$ cat src/rtl/canif_pkg.sv
// package: register map, field layout and shared types of the can interrupt/filter block
package canif_pkg;

  // register byte addresses (aligned words)
  localparam logic [7:0] ADDR_RX_IRQ_EN   = 8'h00;
  localparam logic [7:0] ADDR_TX_FLAGS    = 8'h04;
  localparam logic [7:0] ADDR_TX_CTRL     = 8'h08;
  localparam logic [7:0] ADDR_FILT_MODE   = 8'h0C;
  localparam logic [7:0] ADDR_RX_ERR_CNT  = 8'h10;
  localparam logic [7:0] ADDR_TX_ERR_CNT  = 8'h14;
  localparam logic [7:0] ADDR_MOD_CTRL    = 8'h18;
  localparam logic [7:0] ADDR_RX_STATUS   = 8'h1C;
  localparam logic [7:0] ADDR_CODE_BASE   = 8'h20;
  localparam logic [7:0] ADDR_MASK_BASE   = 8'h30;

  // receive interrupt enable bit positions
  localparam int RX_FULL_BIT  = 0;
  localparam int OVERRUN_BIT  = 1;
  localparam int BUSOFF_BIT   = 2;
  localparam int TX_PASS_BIT  = 3;
  localparam int RX_PASS_BIT  = 4;
  localparam int TX_WARN_BIT  = 5;
  localparam int RX_WARN_BIT  = 6;
  localparam int WAKE_BIT     = 7;

  // field layout of transmit flags / control
  localparam int NUM_TX_BUF   = 3;
  localparam int TX_EMPTY_LSB = 0;
  localparam int ABORT_LSB    = 4;

  // filter mode / hit field positions
  localparam int MODE_LSB     = 4;
  localparam int HIT_LSB      = 0;

  // reset values
  localparam logic [7:0] RX_IRQ_EN_RST = 8'h00;
  localparam logic [2:0] TX_EMPTY_RST  = 3'h7;
  localparam logic [7:0] BYTE_ZERO     = 8'h00;
  localparam logic       SOFT_RST_RST  = 1'b1;

  typedef enum logic [1:0] {
    CANIF_MODE_32 = 2'h0,
    CANIF_MODE_16 = 2'h1,
    CANIF_MODE_8  = 2'h2,
    CANIF_MODE_CLOSED = 2'h3
  } canif_mode_t;

  // per-buffer events from the protocol engine
  typedef struct packed {
    logic [2:0] sent_ok;
    logic [2:0] started;
    logic [2:0] failed;
  } canif_tx_evt_t;

  // error status flags from the receive flag logic
  typedef struct packed {
    logic wake;
    logic rx_warn;
    logic tx_warn;
    logic rx_pass;
    logic tx_pass;
    logic busoff;
    logic overrun;
    logic rx_full;
  } canif_flags_t;

endpackage

$ cat src/rtl/canif_ctrl.sv
// can host control: interrupt enables, transmit flags, abort handshake, acceptance filter
//
// Operation
// - wake enable gates wake flag onto interrupt
// - six error enables gate flags onto error irq
// - receive full enable raises receive interrupt
// - soft reset holds enable, flag, control registers
// - ack read only; write one clears empty
// - clearing empty also clears abort acknowledge
// - host clears empty; device sets when sent
// - granted abort sets empty and acknowledge
// - empty flag with enable requests tx interrupt
// - setting empty clears abort request; host cannot
// - grant abort if not started or failed
// - mode selects 32/16/8 filters or closed
// - hit field updated on foreground copy
// - filter registers writable only in soft reset
// - error counters read only, read in sleep/reset
// - background message signalled only when accepted
// - code/mask applied to four identifier bytes
// - clear mask bit requires equal bit
//
// Decided for this implementation: the register addresses and register access over APB.
`timescale 1ns/10ps
`default_nettype none
module canif_ctrl #(
  parameter int ID_BYTES = 4
) (
  // clock and reset
  input  wire logic                     clk_sys_i,
  input  wire logic                     reset_i,
  // apb slave
  input  wire logic                     psel_i,
  input  wire logic                     penable_i,
  input  wire logic                     pwrite_i,
  input  wire logic [7:0]               paddr_i,
  input  wire logic [31:0]              pwdata_i,
  output logic      [31:0]              prdata_o,
  output logic                          pready_o,
  output logic                          pslverr_o,
  // status from the receive flag logic and engine
  input  wire canif_pkg::canif_flags_t  flags_i,
  input  wire logic [7:0]               rx_err_cnt_i,
  input  wire logic [7:0]               tx_err_cnt_i,
  input  wire logic                     sleep_i,
  input  wire canif_pkg::canif_tx_evt_t tx_evt_i,
  // background buffer identifier
  input  wire logic                     rx_done_i,
  input  wire logic                     rx_ext_i,
  input  wire logic [ID_BYTES*8-1:0]    rx_id_i,
  // outputs
  output logic                          wake_irq_o,
  output logic                          err_irq_o,
  output logic                          rx_irq_o,
  output logic                          tx_irq_o,
  output logic      [2:0]               tx_sched_o,
  output logic      [2:0]               abort_req_o,
  output logic                          rx_accept_o,
  output logic                          soft_reset_o
);

  localparam int NB = canif_pkg::NUM_TX_BUF;

  if (ID_BYTES != 4) begin : g_chk
    $error("canif_ctrl: ID_BYTES must be 4");
  end

  ////////////////////////////////////////////////////////////////////////////
  // apb decode: zero wait states except code/mask reads, which take one
  logic       wr_en;
  logic       rd_en;
  logic [7:0] wbyte;
  logic       sel_irq_en;
  logic       sel_tx_flags;
  logic       sel_tx_ctrl;
  logic       sel_mode;
  logic       sel_rx_err;
  logic       sel_tx_err;
  logic       sel_mod_ctrl;
  logic       sel_rx_stat;
  logic       sel_code;
  logic       sel_mask;
  logic       sel_any;
  assign wr_en        = psel_i && penable_i && pwrite_i;
  assign rd_en        = psel_i && !penable_i && !pwrite_i;
  assign wbyte        = pwdata_i[7:0];
  assign sel_irq_en   = paddr_i == canif_pkg::ADDR_RX_IRQ_EN;
  assign sel_tx_flags = paddr_i == canif_pkg::ADDR_TX_FLAGS;
  assign sel_tx_ctrl  = paddr_i == canif_pkg::ADDR_TX_CTRL;
  assign sel_mode     = paddr_i == canif_pkg::ADDR_FILT_MODE;
  assign sel_rx_err   = paddr_i == canif_pkg::ADDR_RX_ERR_CNT;
  assign sel_tx_err   = paddr_i == canif_pkg::ADDR_TX_ERR_CNT;
  assign sel_mod_ctrl = paddr_i == canif_pkg::ADDR_MOD_CTRL;
  assign sel_rx_stat  = paddr_i == canif_pkg::ADDR_RX_STATUS;
  assign sel_code     = paddr_i[7:4] == canif_pkg::ADDR_CODE_BASE[7:4] && paddr_i[3:2] != 2'h0
                        ? 1'b1 : paddr_i[7:4] == canif_pkg::ADDR_CODE_BASE[7:4];
  assign sel_mask     = paddr_i[7:4] == canif_pkg::ADDR_MASK_BASE[7:4];
  assign sel_any      = sel_irq_en | sel_tx_flags | sel_tx_ctrl | sel_mode | sel_rx_err
                        | sel_tx_err | sel_mod_ctrl | sel_rx_stat
                        | ((sel_code | sel_mask) && paddr_i[1:0] == 2'h0);

  ////////////////////////////////////////////////////////////////////////////
  // module control: soft reset bit
  logic soft_q;
  always_ff @(posedge clk_sys_i or posedge reset_i) begin
    if (reset_i) begin
      soft_q <= canif_pkg::SOFT_RST_RST;
    end else if (wr_en && sel_mod_ctrl) begin
      soft_q <= wbyte[0];
    end
  end

  ////////////////////////////////////////////////////////////////////////////
  // receive interrupt enables
  logic [7:0] irq_en_q;
  always_ff @(posedge clk_sys_i or posedge reset_i) begin
    if (reset_i) begin
      irq_en_q <= canif_pkg::RX_IRQ_EN_RST;
    end else if (soft_q) begin
      irq_en_q <= canif_pkg::RX_IRQ_EN_RST;
    end else if (wr_en && sel_irq_en) begin
      irq_en_q <= wbyte;
    end
  end

  ////////////////////////////////////////////////////////////////////////////
  // transmit flags, control, abort handshake
  logic [NB-1:0] empty_q;
  logic [NB-1:0] ack_q;
  logic [NB-1:0] abreq_q;
  logic [NB-1:0] txie_q;
  logic [NB-1:0] host_clr;
  logic [NB-1:0] grant;
  logic [NB-1:0] dev_set;
  logic [NB-1:0] empty_d;
  logic [NB-1:0] ack_d;
  logic [NB-1:0] abreq_d;

  // host clears an empty flag by writing one
  assign host_clr = (wr_en && sel_tx_flags)
                    ? wbyte[canif_pkg::TX_EMPTY_LSB +: NB] & empty_q : '0;
  // abort granted if not started or the attempt failed
  assign grant    = abreq_q & ~empty_q
                    & (~tx_evt_i.started | tx_evt_i.failed) & ~tx_evt_i.sent_ok;
  assign dev_set  = (tx_evt_i.sent_ok & ~empty_q) | grant;
  // device set wins over host clear in the same cycle
  assign empty_d  = (empty_q & ~host_clr) | dev_set;
  assign ack_d    = dev_set != '0 || host_clr != '0
                    ? ((ack_q & ~host_clr) & ~(tx_evt_i.sent_ok & ~empty_q)) | grant
                    : ack_q;
  // host may only set a request; setting empty clears it
  assign abreq_d  = (abreq_q | ((wr_en && sel_tx_ctrl)
                    ? wbyte[canif_pkg::ABORT_LSB +: NB] & ~empty_q : '0)) & ~dev_set;

  always_ff @(posedge clk_sys_i or posedge reset_i) begin
    if (reset_i) begin
      empty_q <= canif_pkg::TX_EMPTY_RST;
      ack_q   <= '0;
      abreq_q <= '0;
      txie_q  <= '0;
    end else if (soft_q) begin
      empty_q <= canif_pkg::TX_EMPTY_RST;
      ack_q   <= '0;
      abreq_q <= '0;
      txie_q  <= '0;
    end else begin
      empty_q <= empty_d;
      ack_q   <= ack_d;
      abreq_q <= abreq_d;
      if (wr_en && sel_tx_ctrl) begin
        txie_q <= wbyte[canif_pkg::TX_EMPTY_LSB +: NB];
      end
    end
  end

  ////////////////////////////////////////////////////////////////////////////
  // acceptance mode and code/mask storage
  logic [1:0] mode_q;
  logic [1:0] hit_q;
  logic       mem_we;
  logic [2:0] mem_waddr;
  logic [2:0] mem_raddr;
  logic [7:0] mem_rdata;
  logic [63:0] mem_all;
  logic [31:0] code_w;
  logic [31:0] mask_w;
  assign mem_we    = wr_en && (sel_code || sel_mask) && soft_q;
  assign mem_waddr = {sel_mask, paddr_i[3:2]};
  assign mem_raddr = {sel_mask, paddr_i[3:2]};
  assign code_w    = mem_all[31:0];
  assign mask_w    = mem_all[63:32];

  canif_regmem #(
    .WORDS (8)
  ) u_mem (
    .clk_sys_i (clk_sys_i),
    .reset_i   (reset_i),
    .we_i      (mem_we),
    .waddr_i   (mem_waddr),
    .wdata_i   (wbyte),
    .raddr_i   (mem_raddr),
    .rdata_o   (mem_rdata),
    .all_o     (mem_all)
  );

  ////////////////////////////////////////////////////////////////////////////
  // filter compare: per-bit match, mask set means don't care
  logic [31:0] bit_ok;
  logic [3:0]  byte_ok;
  logic [3:0]  filt_hit;
  logic        accept;
  logic [1:0]  hit_d;
  assign bit_ok = ~(rx_id_i ^ code_w) | mask_w;
  generate
    for (genvar b = 0; b < 4; b++) begin : g_byte
      assign byte_ok[b] = &bit_ok[b*8 +: 8];
    end
  endgenerate
  // in 32-bit mode standard identifiers only use the first two bytes
  always_comb begin
    filt_hit = '0;
    case (canif_pkg::canif_mode_t'(mode_q))
      canif_pkg::CANIF_MODE_32: begin
        filt_hit[0] = byte_ok[0] & byte_ok[1] & (~rx_ext_i | (byte_ok[2] & byte_ok[3]));
      end
      canif_pkg::CANIF_MODE_16: begin
        filt_hit[0] = byte_ok[0] & byte_ok[1];
        filt_hit[1] = byte_ok[2] & byte_ok[3];
      end
      canif_pkg::CANIF_MODE_8: begin
        filt_hit = byte_ok;
      end
      canif_pkg::CANIF_MODE_CLOSED: begin
        filt_hit = '0;
      end
      default: begin
        filt_hit = '0;
      end
    endcase
  end
  assign accept = filt_hit != '0;
  assign hit_d  = filt_hit[0] ? 2'h0 : filt_hit[1] ? 2'h1 : filt_hit[2] ? 2'h2 : 2'h3;

  logic fg_copy;
  // copy to foreground only when released and accepted
  assign fg_copy = rx_done_i && accept && !flags_i.rx_full && !soft_q;

  always_ff @(posedge clk_sys_i or posedge reset_i) begin
    if (reset_i) begin
      mode_q <= '0;
      hit_q  <= '0;
    end else begin
      if (wr_en && sel_mode && soft_q) begin
        mode_q <= wbyte[canif_pkg::MODE_LSB +: 2];
      end
      if (fg_copy) begin
        hit_q <= hit_d;
      end
    end
  end

  ////////////////////////////////////////////////////////////////////////////
  // read mux
  logic [7:0]  rd_byte;
  logic        rd_mem_pend_q;
  logic        rd_mem;
  logic [7:0]  tx_flag_byte;
  logic [7:0]  tx_ctrl_byte;
  logic [7:0]  mode_byte;
  assign tx_flag_byte = {1'b0, ack_q, 1'b0, empty_q};
  assign tx_ctrl_byte = {1'b0, abreq_q, 1'b0, txie_q};
  assign mode_byte    = {2'h0, mode_q, 2'h0, hit_q};
  assign rd_byte = sel_irq_en   ? irq_en_q
                 : sel_tx_flags ? tx_flag_byte
                 : sel_tx_ctrl  ? tx_ctrl_byte
                 : sel_mode     ? mode_byte
                 : sel_rx_err   ? rx_err_cnt_i
                 : sel_tx_err   ? tx_err_cnt_i
                 : sel_mod_ctrl ? {7'h00, soft_q}
                 : sel_rx_stat  ? {7'h00, sleep_i}
                 : canif_pkg::BYTE_ZERO;

  assign rd_mem = rd_en && (sel_code || sel_mask);

  // code/mask reads take one wait state: their byte leaves a register a cycle late
  always_ff @(posedge clk_sys_i or posedge reset_i) begin
    if (reset_i) begin
      prdata_o      <= '0;
      pready_o      <= 1'b0;
      pslverr_o     <= 1'b0;
      rd_mem_pend_q <= 1'b0;
    end else begin
      rd_mem_pend_q <= rd_mem;
      pready_o      <= (psel_i && !penable_i && !rd_mem) || rd_mem_pend_q;
      pslverr_o     <= psel_i && !penable_i && !sel_any;
      if (rd_en) begin
        prdata_o <= {24'h000000, rd_byte};
      end else if (rd_mem_pend_q) begin
        prdata_o <= {24'h000000, mem_rdata};
      end
    end
  end

  ////////////////////////////////////////////////////////////////////////////
  // interrupt requests and outputs
  logic [5:0] err_pair;
  assign err_pair = {flags_i.rx_warn & irq_en_q[canif_pkg::RX_WARN_BIT],
                     flags_i.tx_warn & irq_en_q[canif_pkg::TX_WARN_BIT],
                     flags_i.rx_pass & irq_en_q[canif_pkg::RX_PASS_BIT],
                     flags_i.tx_pass & irq_en_q[canif_pkg::TX_PASS_BIT],
                     flags_i.busoff  & irq_en_q[canif_pkg::BUSOFF_BIT],
                     flags_i.overrun & irq_en_q[canif_pkg::OVERRUN_BIT]};

  always_ff @(posedge clk_sys_i or posedge reset_i) begin
    if (reset_i) begin
      wake_irq_o   <= 1'b0;
      err_irq_o    <= 1'b0;
      rx_irq_o     <= 1'b0;
      tx_irq_o     <= 1'b0;
      tx_sched_o   <= '0;
      abort_req_o  <= '0;
      rx_accept_o  <= 1'b0;
      soft_reset_o <= 1'b1;
    end else begin
      wake_irq_o   <= flags_i.wake & irq_en_q[canif_pkg::WAKE_BIT];
      err_irq_o    <= |err_pair;
      rx_irq_o     <= flags_i.rx_full & irq_en_q[canif_pkg::RX_FULL_BIT];
      tx_irq_o     <= |(empty_q & txie_q);
      tx_sched_o   <= ~empty_q;
      abort_req_o  <= abreq_q;
      rx_accept_o  <= fg_copy;
      soft_reset_o <= soft_q;
    end
  end

endmodule
`default_nettype wire

$ cat src/rtl/canif_regmem.sv
// small register memory holding acceptance code and mask bytes
`timescale 1ns/10ps
`default_nettype none
module canif_regmem #(
  parameter int WORDS = 8
) (
  // clock and reset
  input  wire logic                     clk_sys_i,
  input  wire logic                     reset_i,
  // write port
  input  wire logic                     we_i,
  input  wire logic [$clog2(WORDS)-1:0] waddr_i,
  input  wire logic [7:0]               wdata_i,
  // read port
  input  wire logic [$clog2(WORDS)-1:0] raddr_i,
  output logic      [7:0]               rdata_o,
  // full contents for the comparators
  output logic      [WORDS*8-1:0]       all_o
);

  localparam int AW = $clog2(WORDS);

  logic [7:0] mem_q [WORDS];

  if (WORDS < 2) begin : g_chk
    $error("canif_regmem: WORDS too small");
  end

  generate
    for (genvar i = 0; i < WORDS; i++) begin : g_word
      always_ff @(posedge clk_sys_i or posedge reset_i) begin
        if (reset_i) begin
          mem_q[i] <= canif_pkg::BYTE_ZERO;
        end else if (we_i && waddr_i == AW'(i)) begin
          mem_q[i] <= wdata_i;
        end
      end
      assign all_o[i*8 +: 8] = mem_q[i];
    end
  endgenerate

  always_ff @(posedge clk_sys_i or posedge reset_i) begin
    if (reset_i) begin
      rdata_o <= canif_pkg::BYTE_ZERO;
    end else begin
      rdata_o <= mem_q[raddr_i];
    end
  end

endmodule
`default_nettype wire

$ cat config.mk
export PLATFORM = sky130hd
export DESIGN_NAME = canif_ctrl
export DESIGN_NICKNAME = d
export VERILOG_FILES = /design/src/rtl/canif_pkg.sv /design/src/rtl/canif_ctrl.sv /design/src/rtl/canif_regmem.sv
export SDC_FILE = /design/constraint.sdc
export NUM_CORES = 1
export LEC_CHECK = 0
export BUFFER_PORTS_ARGS = -buffer_cell sky130_fd_sc_hd__buf_4
export CELL_PAD_IN_SITES_DETAIL_PLACEMENT = 0
export CELL_PAD_IN_SITES_GLOBAL_PLACEMENT = 1
export CORE_UTILIZATION = 35
export DETAILED_ROUTE_END_ITERATION = 8
export GPL_TIMING_DRIVEN = 1
export PLACE_DENSITY = 0.68
export SLEW_MARGIN = 20
export SYNTH_ARGS = -nofsm -noshare
export SYNTH_HDL_FRONTEND = slang
export SYNTH_HIERARCHICAL = 1
export SYNTH_SLANG_ARGS = --single-unit
$ cat constraint.sdc
create_clock -name clk_sys_i -period 3.4 [get_ports clk_sys_i]
set_clock_uncertainty 0.2 [all_clocks]
set_input_delay 0.68 -clock clk_sys_i [delete_from_list [all_inputs] [get_ports clk_sys_i]]
set_output_delay 0.68 -clock clk_sys_i [all_outputs]
set_load 0.03 [all_outputs]
==> results of run 1 <==
[worst paths after layout]
kind                                       from                     endpoint  cells after the start
max in group asynchronous               reset_i  u_mem/all_o[25]$_DFFE_PP0P_                      3
hold reg to reg            abreq_q[0]$_DFF_PP0_     abort_req_o[0]$_DFF_PP0_                      0
hold / removal                          reset_i      prdata_o[3]$_DFFE_PP0P_                      3
setup reg to reg             soft_q$_DFFE_PP1P_  u_mem/all_o[12]$_DFFE_PP0P_                      5
setup / recovery                     paddr_i[7]  u_mem/all_o[12]$_DFFE_PP0P_                      7
min in group clk_sys_i                 pwrite_i      rd_mem_pend_q$_DFF_PP0_                      2
[worst max-delay path, stage by stage]
cell      delay, ps
buf_4           110
nor2_1          130
nand2_1         130
nor3_1          320
nor4bb_1        680
buf_4           290
mux2_2          340
[cell families after synthesis]
kind of cell	Yosys count
DFF	120
muxes	119
and+or+nand+nor	96
AOI/OAI and AO/OA	75
buffers and inverters	63
xor gates and xnor gates	32
adders and majority gates	3
other	1
[cells in the final DEF, fill, tap and decap left out, drive strengths merged, types with 4 or more instances in the layout]
cell    count
a21oi       9
a22oi       4
a31oi       5
and2        4
buf       135
clkbuf     22
clkinv      6
conb       24
dfrtp     115
dfstp       5
inv        17
mux2       75
mux2i      24
mux4       20
nand2      14
nand3       9
nor2       27
nor2b       9
nor3        4
nor4        6
o21ai      23
o22ai      18
xnor2      32
[per-stage QoR]
stage	total power [µW]	worst slack (ps)	cell area [µm²]	instances
2_1_floorplan	1660	516.6	6430	532
3_3_place_gp	1791	360.2	7426	846
3_5_place_dp	1794	357.1	7426	846
4_1_cts	3477	793.5	7975	877
5_1_grt	3563	632.3	7975	877
6_report	3432	806.6	7975	877
[power groups by stage]
stage	Sequential, µW	Clock [µW]	Combinational, µW
after floorplan	1480	0	177
after global placement	1470	0	319
after detailed placement	1470	0	322
after CTS	1450	1710	322
after global routing	1450	1770	345
final	1450	1670	318
[per-layer routing]
layer | part of all wire, % | global-route usage, % | vias to the layer above
met2 | 49 | 30.68 | 118
met1 | 45 | 25.47 | 2250
met3 | 5.3 | 4.370 | 12
li1 | - | - | 2084
met4 | 0.90 | 4.691 | 0
met5 | 0 | 0 | -
[registers in the layout (all words and copies together), names as in the netlist, 2 cells and up]
name and cells:
abreq_q 3, mode_q 2, empty_q 3, hit_q 2, ack_q 3, tx_sched_o 3, txie_q 3, prdata_o 8
irq_en_q 8, u_mem/rdata_o 8, abort_req_o 3, u_mem/all_o 64
[final cells by class]
class	count	area [µm²]	area share, %
clock buffer	22	474.2	5.946
clock inverter	9	75.07	0.9413
inverter	17	63.81	0.8001
multi-input combinational	349	3058	38.34
sequential	120	3009	37.73
tap	225	281.5	3.530
timing repair buffer	135	1013	12.71
==> impl_metrics.toml, run 1 <==
[final_layout]
final_util_pct = 45.63
areaGrowthSynthToFinish_pct = 25.72
drive_above_1_share_pct = 40.18
nets = 756
antenna_cells = 0
fillCellCount = 1638

[logic_synthesis]
yosysMostFrequentCell = "dfrtp_1"
synthArstFlopShare_pct = 100.0
synth_top_family_by_area = "multiplexers"
synth_area_mm2 = 0.006344
synth_common_cells = "dfrtp_1 (115), mux2_2 (75), xnor2_1 (32)"
synth_top_area_share_pct = 45.36
synth_warnings = 6
synth-simple-area-share_pct = 9.191
yosys-top-cells-area = "dfrtp_1 (45%), mux2_2 (13%), mux4_1 (6.6%), xnor2_1 (4.4%), mux2i_1 (3.8%)"
synth-compound-area-share_pct = 7.436
muxShareOfSynthArea_pct = 25.15
synth-main-ff-cell = "dfrtp_1"
synth-adder-area-share_pct = 0.5917
synth-xor-area-share_pct = 4.418
synth_top_area_cell = "dfrtp_1"
synth_edf_count = 0
ys_types = 56
synth_seq_cells = 120
synth-seq-area-share_pct = 47.44
syn_inst = 509
avgSynthCellArea_um2 = 12.46

[clocking]
numCtsBuffers = 17
clockRootBuffer = "clkbuf_16"
clock-sinks = 120
clkTransAtPathRegs_ps = 50
insertion_delay_ps = 410
clk_path_buf_depth = 2
cts_resized = 0
tritoncts = "yes"
ctsHoldBuffers = 0
cts_htree_levels = 4
cts_setup_buffers = 0

[sta]
finalMaxSlewViolations = 0
finalCritPeriodShare_pct = 76.28
tightestPinTransition_ps = 938.8
rsz0062_at_grt = "false"
hold_viol_final = 0
setup_viol = 0
fin_hold_ws_ps = 238.8
min_period_ps = 2593
max_freq_mhz = 385.6
relSlewSlack_pct = 37.41
tns_ps = 0

[floorplanning]
die_h_um = 136.6
die-area_mm2 = 0.01867
coreArea_mm2 = 0.01748
die_w_um = 136.6
rows = 48
ios = 159
start_util_pct = 36.30

[drt]
avgViaCountPerCell = 5.090
wl_per_cell_um = 18.95
dr.first_iter.drc_count = 288
drt_wl_total_um = 16620
drtPass1Iterations = 4
antenna_left = 0
num_vias = 4464
drc = 0

[power_and_ir_drop]
comb_power_share_pct = 9.3
p_int_uw = 2620
p_leak_uw = 0.003949
vdd_drop_max_mv = 0.3697
seqPwrFrac_pct = 42.2
p_per_area_mw_per_mm2 = 430.4
p_clk_share_pct = 48.5
swShare_pct = 23.67
p_sw_uw = 812.3

[global_route]
grt_max_degree = 73
grtUsageTotal_pct = 18.92
overflow = 0
antenna_found_initial = 0
grt_pass1_wl_um = 25550
grt_pass1_vias = 4666

[setup_path]
cp.required_ps = 3500
cp.arrival_ps = 2690
crit_type = "in2reg"
cp-start-kind = "input port"
crit_fanout = 6
end_kind = "flop"
r2r_slack_ps = 860

[run_status]
status = "finished, final reports clean"

[place]
port_buffers = 110
place_congestion = 0.7533
place.detailed.hpwl_um = 12170

[job]
drv_cap = 0

[worst_hold_path]
min_path_type = "in2async"
Note: power is estimated with default switching activity, not from simulation.
==> run 2: changes to the inputs <==
- ABC_AREA: default -> 1
- PLACE_DENSITY: 0.68 -> 0.74
- clock period: 3.4 -> 2.7 ns (I/O delays scaled with it)
==> run 2 against run 1 <==
Compared with the run above: sequential power increased by 34%; clock-buffer cell count fell by 2; wire length up 24%; area after synthesis up 8.3%; cell area grew 6.5%; setup slack lost 270 ps; core utilization is 0.83 points lower; total power grew 37%; sequential share of layout area is 2.3 points lower.
==> impl_metrics.toml, run 2 <==
[setup_path]
r2r_end = "hit_q[0]$_DFFE_PP0P_"
crit_path_max_incr_delay_ps = 390
cp-start-kind = "flop"
cp_slowest_cell = "dfrtp_1"
crit_start = "mode_q[0]$_DFFE_PP0P_"
cp_common_cell = "nand2_1"
crit_fanout = 5
r2r_start = "mode_q[0]$_DFFE_PP0P_"
crit_end = "hit_q[0]$_DFFE_PP0P_"
crit_chain = "inv_1, ha_1, nor2_1, nand2_1, o21ai_0, inv_1, nand3_1, a21oi_1, nand2_1, nand2_2, nand2_2, nand3_1, nand2_1"
cp.required_ps = 2810
cp.arrival_ps = 2270
rr_worst_depth = 13
r2r_slack_ps = 540
crit_type = "reg2reg"
end_kind = "flop"

[logic_synthesis]
yosysMostFrequentCell = "nand2_1"
synth_top_family_by_area = "simple AND/OR/NAND/NOR gates"
synth_top_area_share_pct = 41.87
synth_top_area_cell = "dfrtp_1"
synth_edf_count = 0
synth-main-ff-cell = "dfrtp_1"
syn_inst = 971
synth_seq_cells = 120
muxShareOfSynthArea_pct = 0.1456
synth-seq-area-share_pct = 43.78
avgSynthCellArea_um2 = 7.078
yosys-top-cells-area = "dfrtp_1 (42%), nand2_1 (18%), inv_1 (9.3%), o21ai_0 (6.0%), nand3_1 (3.9%)"
synth_common_cells = "nand2_1 (326), inv_1 (171), dfrtp_1 (115)"
synth_warnings = 6
synth-xor-area-share_pct = 0.2549
synth_area_mm2 = 0.006873
synth-simple-area-share_pct = 30.49
ys_types = 43
synth-compound-area-share_pct = 10.27
synthArstFlopShare_pct = 100.0
synth-adder-area-share_pct = 0.5461

[power_and_ir_drop]
seqPwrFrac_pct = 41.3
p_clk_share_pct = 45.2
vdd_drop_max_mv = 0.4322
p_leak_uw = 0.004437
comb_power_share_pct = 13.4
swShare_pct = 27.80
p_int_uw = 3392
p_sw_uw = 1306
p_per_area_mw_per_mm2 = 553.1

[global_route]
overflow = 0
grt_pass1_wl_um = 32090
grtUsageTotal_pct = 21.42
antenna_found_initial = 0
grt_pass1_vias = 5960
grt_max_degree = 73

[drt]
drc = 0
drtPass1Iterations = 5
num_vias = 6303
avgViaCountPerCell = 4.607
dr.first_iter.drc_count = 368
antenna_left = 0
drt_wl_total_um = 20570
wl_per_cell_um = 15.03

[clocking]
clk_path_buf_depth = 2
cts_setup_buffers = 0
cts_resized = 0
tritoncts = "yes"
ctsHoldBuffers = 1
clkTransAtPathRegs_ps = 60
insertion_delay_ps = 420
numCtsBuffers = 17
clock-sinks = 120
cts_htree_levels = 4
clockRootBuffer = "clkbuf_16"

[place]
dp.cells = 1335
place_congestion = 0.8574
place.detailed.hpwl_um = 15560
port_buffers = 110

[final_layout]
final_common_cell = "nand2_1"
areaGrowthSynthToFinish_pct = 23.58
largest_register_ffs = 64
layout.cells.non_filler = 1368
drive_above_1_share_pct = 17.51
final_cell_mix = "nand2_1 (326), inv_1 (169), buf_4 (126)"
antenna_cells = 0
nets = 1211
fillCellCount = 2022

[sta]
setup_viol = 0
fin_hold_ws_ps = 110.0
tightestPinTransition_ps = 506.0
hold_viol_final = 0
finalMaxSlewViolations = 0
rsz0062_at_grt = "false"
tns_ps = 0
finalCritPeriodShare_pct = 80.11
relSlewSlack_pct = 66.23
min_period_ps = 2163
max_freq_mhz = 462.3

[run_status]
status = "finished, final reports clean"

[floorplanning]
die_h_um = 142.1
ios = 159
rows = 50
die_w_um = 142.1
die-area_mm2 = 0.02020
coreArea_mm2 = 0.01896
start_util_pct = 36.26

[job]
drv_cap = 0

[worst_hold_path]
min_path_type = "in2reg"
[run 2: cell count changes after synthesis, sizes merged, moves of 7 or more]
cell | previous run | this run
nand2 | 14 | 332
nand3b | 1 | 11
nor2b | 9 | 0
nand4 | 2 | 9
mux2 | 75 | 0
o21ai | 23 | 91
xnor2 | 32 | 2
nor2 | 27 | 74
inv | 17 | 179
mux4 | 20 | 0
mux2i | 24 | 1
o22ai | 18 | 1
nand3 | 9 | 55
[run 2: critical path, delay by kind of cell (launching register included)]
| family | cells | cell delay, ps |
|---|---|---|
| flops | 1 | 390 |
| fa+ha+maj | 1 | 280 |
| buf+inv | 2 | 180 |
| simple gates | 8 | 690 |
| compound gates | 2 | 300 |
[run 2: routing by layer]
layer | global-route usage [%] | vias to the layer above | share of wire (%)
met5 | 0 | - | 0
met4 | 7.187 | 0 | 2.1
met3 | 4.509 | 32 | 5.0
met2 | 35.68 | 185 | 47
met1 | 27.54 | 2885 | 45
li1 | - | 3201 | -
[run 2: stage by stage]
| stage | worst slack, ps | power (µW) | area, µm² | utilization (%) |
|---|---|---|---|---|
| finish | 537.1 | 4698 | 8493 | 44.81 |
| global route | 338.4 | 4910 | 8493 | 44.81 |
| CTS | 475.1 | 4742 | 8493 | 44.81 |
| detailed placement | 235.5 | 2609 | 7934 | 41.85 |
| global placement | 275.4 | 2603 | 7934 | 41.85 |
| floorplan | 135.1 | 2350 | 6959 | - |
[run 2: logic make-up after synthesis]
logic type | count (synthesis)
AND/OR/NAND/NOR | 489
buffers and inverters | 226
AO/OA/AOI/OAI | 129
flip-flops | 120
adder cells (fa/ha/maj) | 3
XOR/XNOR | 2
other | 1
multiplexers | 1
[run 2: cell type report]
type                    instances  area, µm²  share of cell area [%]
well taps                     260      325.3                   3.830
clock inverters                12      102.6                   1.208
inverters                     180      676.9                   7.970
clock buffers                  20      446.7                   5.259
repair buffers                128      975.9                   11.49
flip-flops and latches        120       3009                   35.43
multi-input cells             648       2957                   34.81
[run 2: power by group through the flow]
stage / registers [µW] / clock network [µW] / logic [µW]
5_1_grt: 1950 / 2250 / 704
4_1_cts: 1940 / 2160 / 639
6_report: 1940 / 2120 / 631
2_1_floorplan: 2000 / 0 / 350
3_5_place_dp: 1970 / 0 / 635
3_3_place_gp: 1970 / 0 / 631
[run 2: worst min path at each step]
stage                                    start                  endpoint  slack, ps  cells after the start
after CTS                           flags_i[0]        rx_irq_o$_DFF_PP0_        100                      3
after global placement    abreq_q[0]$_DFF_PP0_  abort_req_o[0]$_DFF_PP0_        220                      0
after detailed placement  abreq_q[0]$_DFF_PP0_  abort_req_o[0]$_DFF_PP0_        220                      0
final                               flags_i[7]      wake_irq_o$_DFF_PP0_        110                      3
after global routing                flags_i[7]      wake_irq_o$_DFF_PP0_        110                      3
after floorplan             soft_q$_DFFE_PP1P_    soft_reset_o$_DFF_PP1_        150                      0
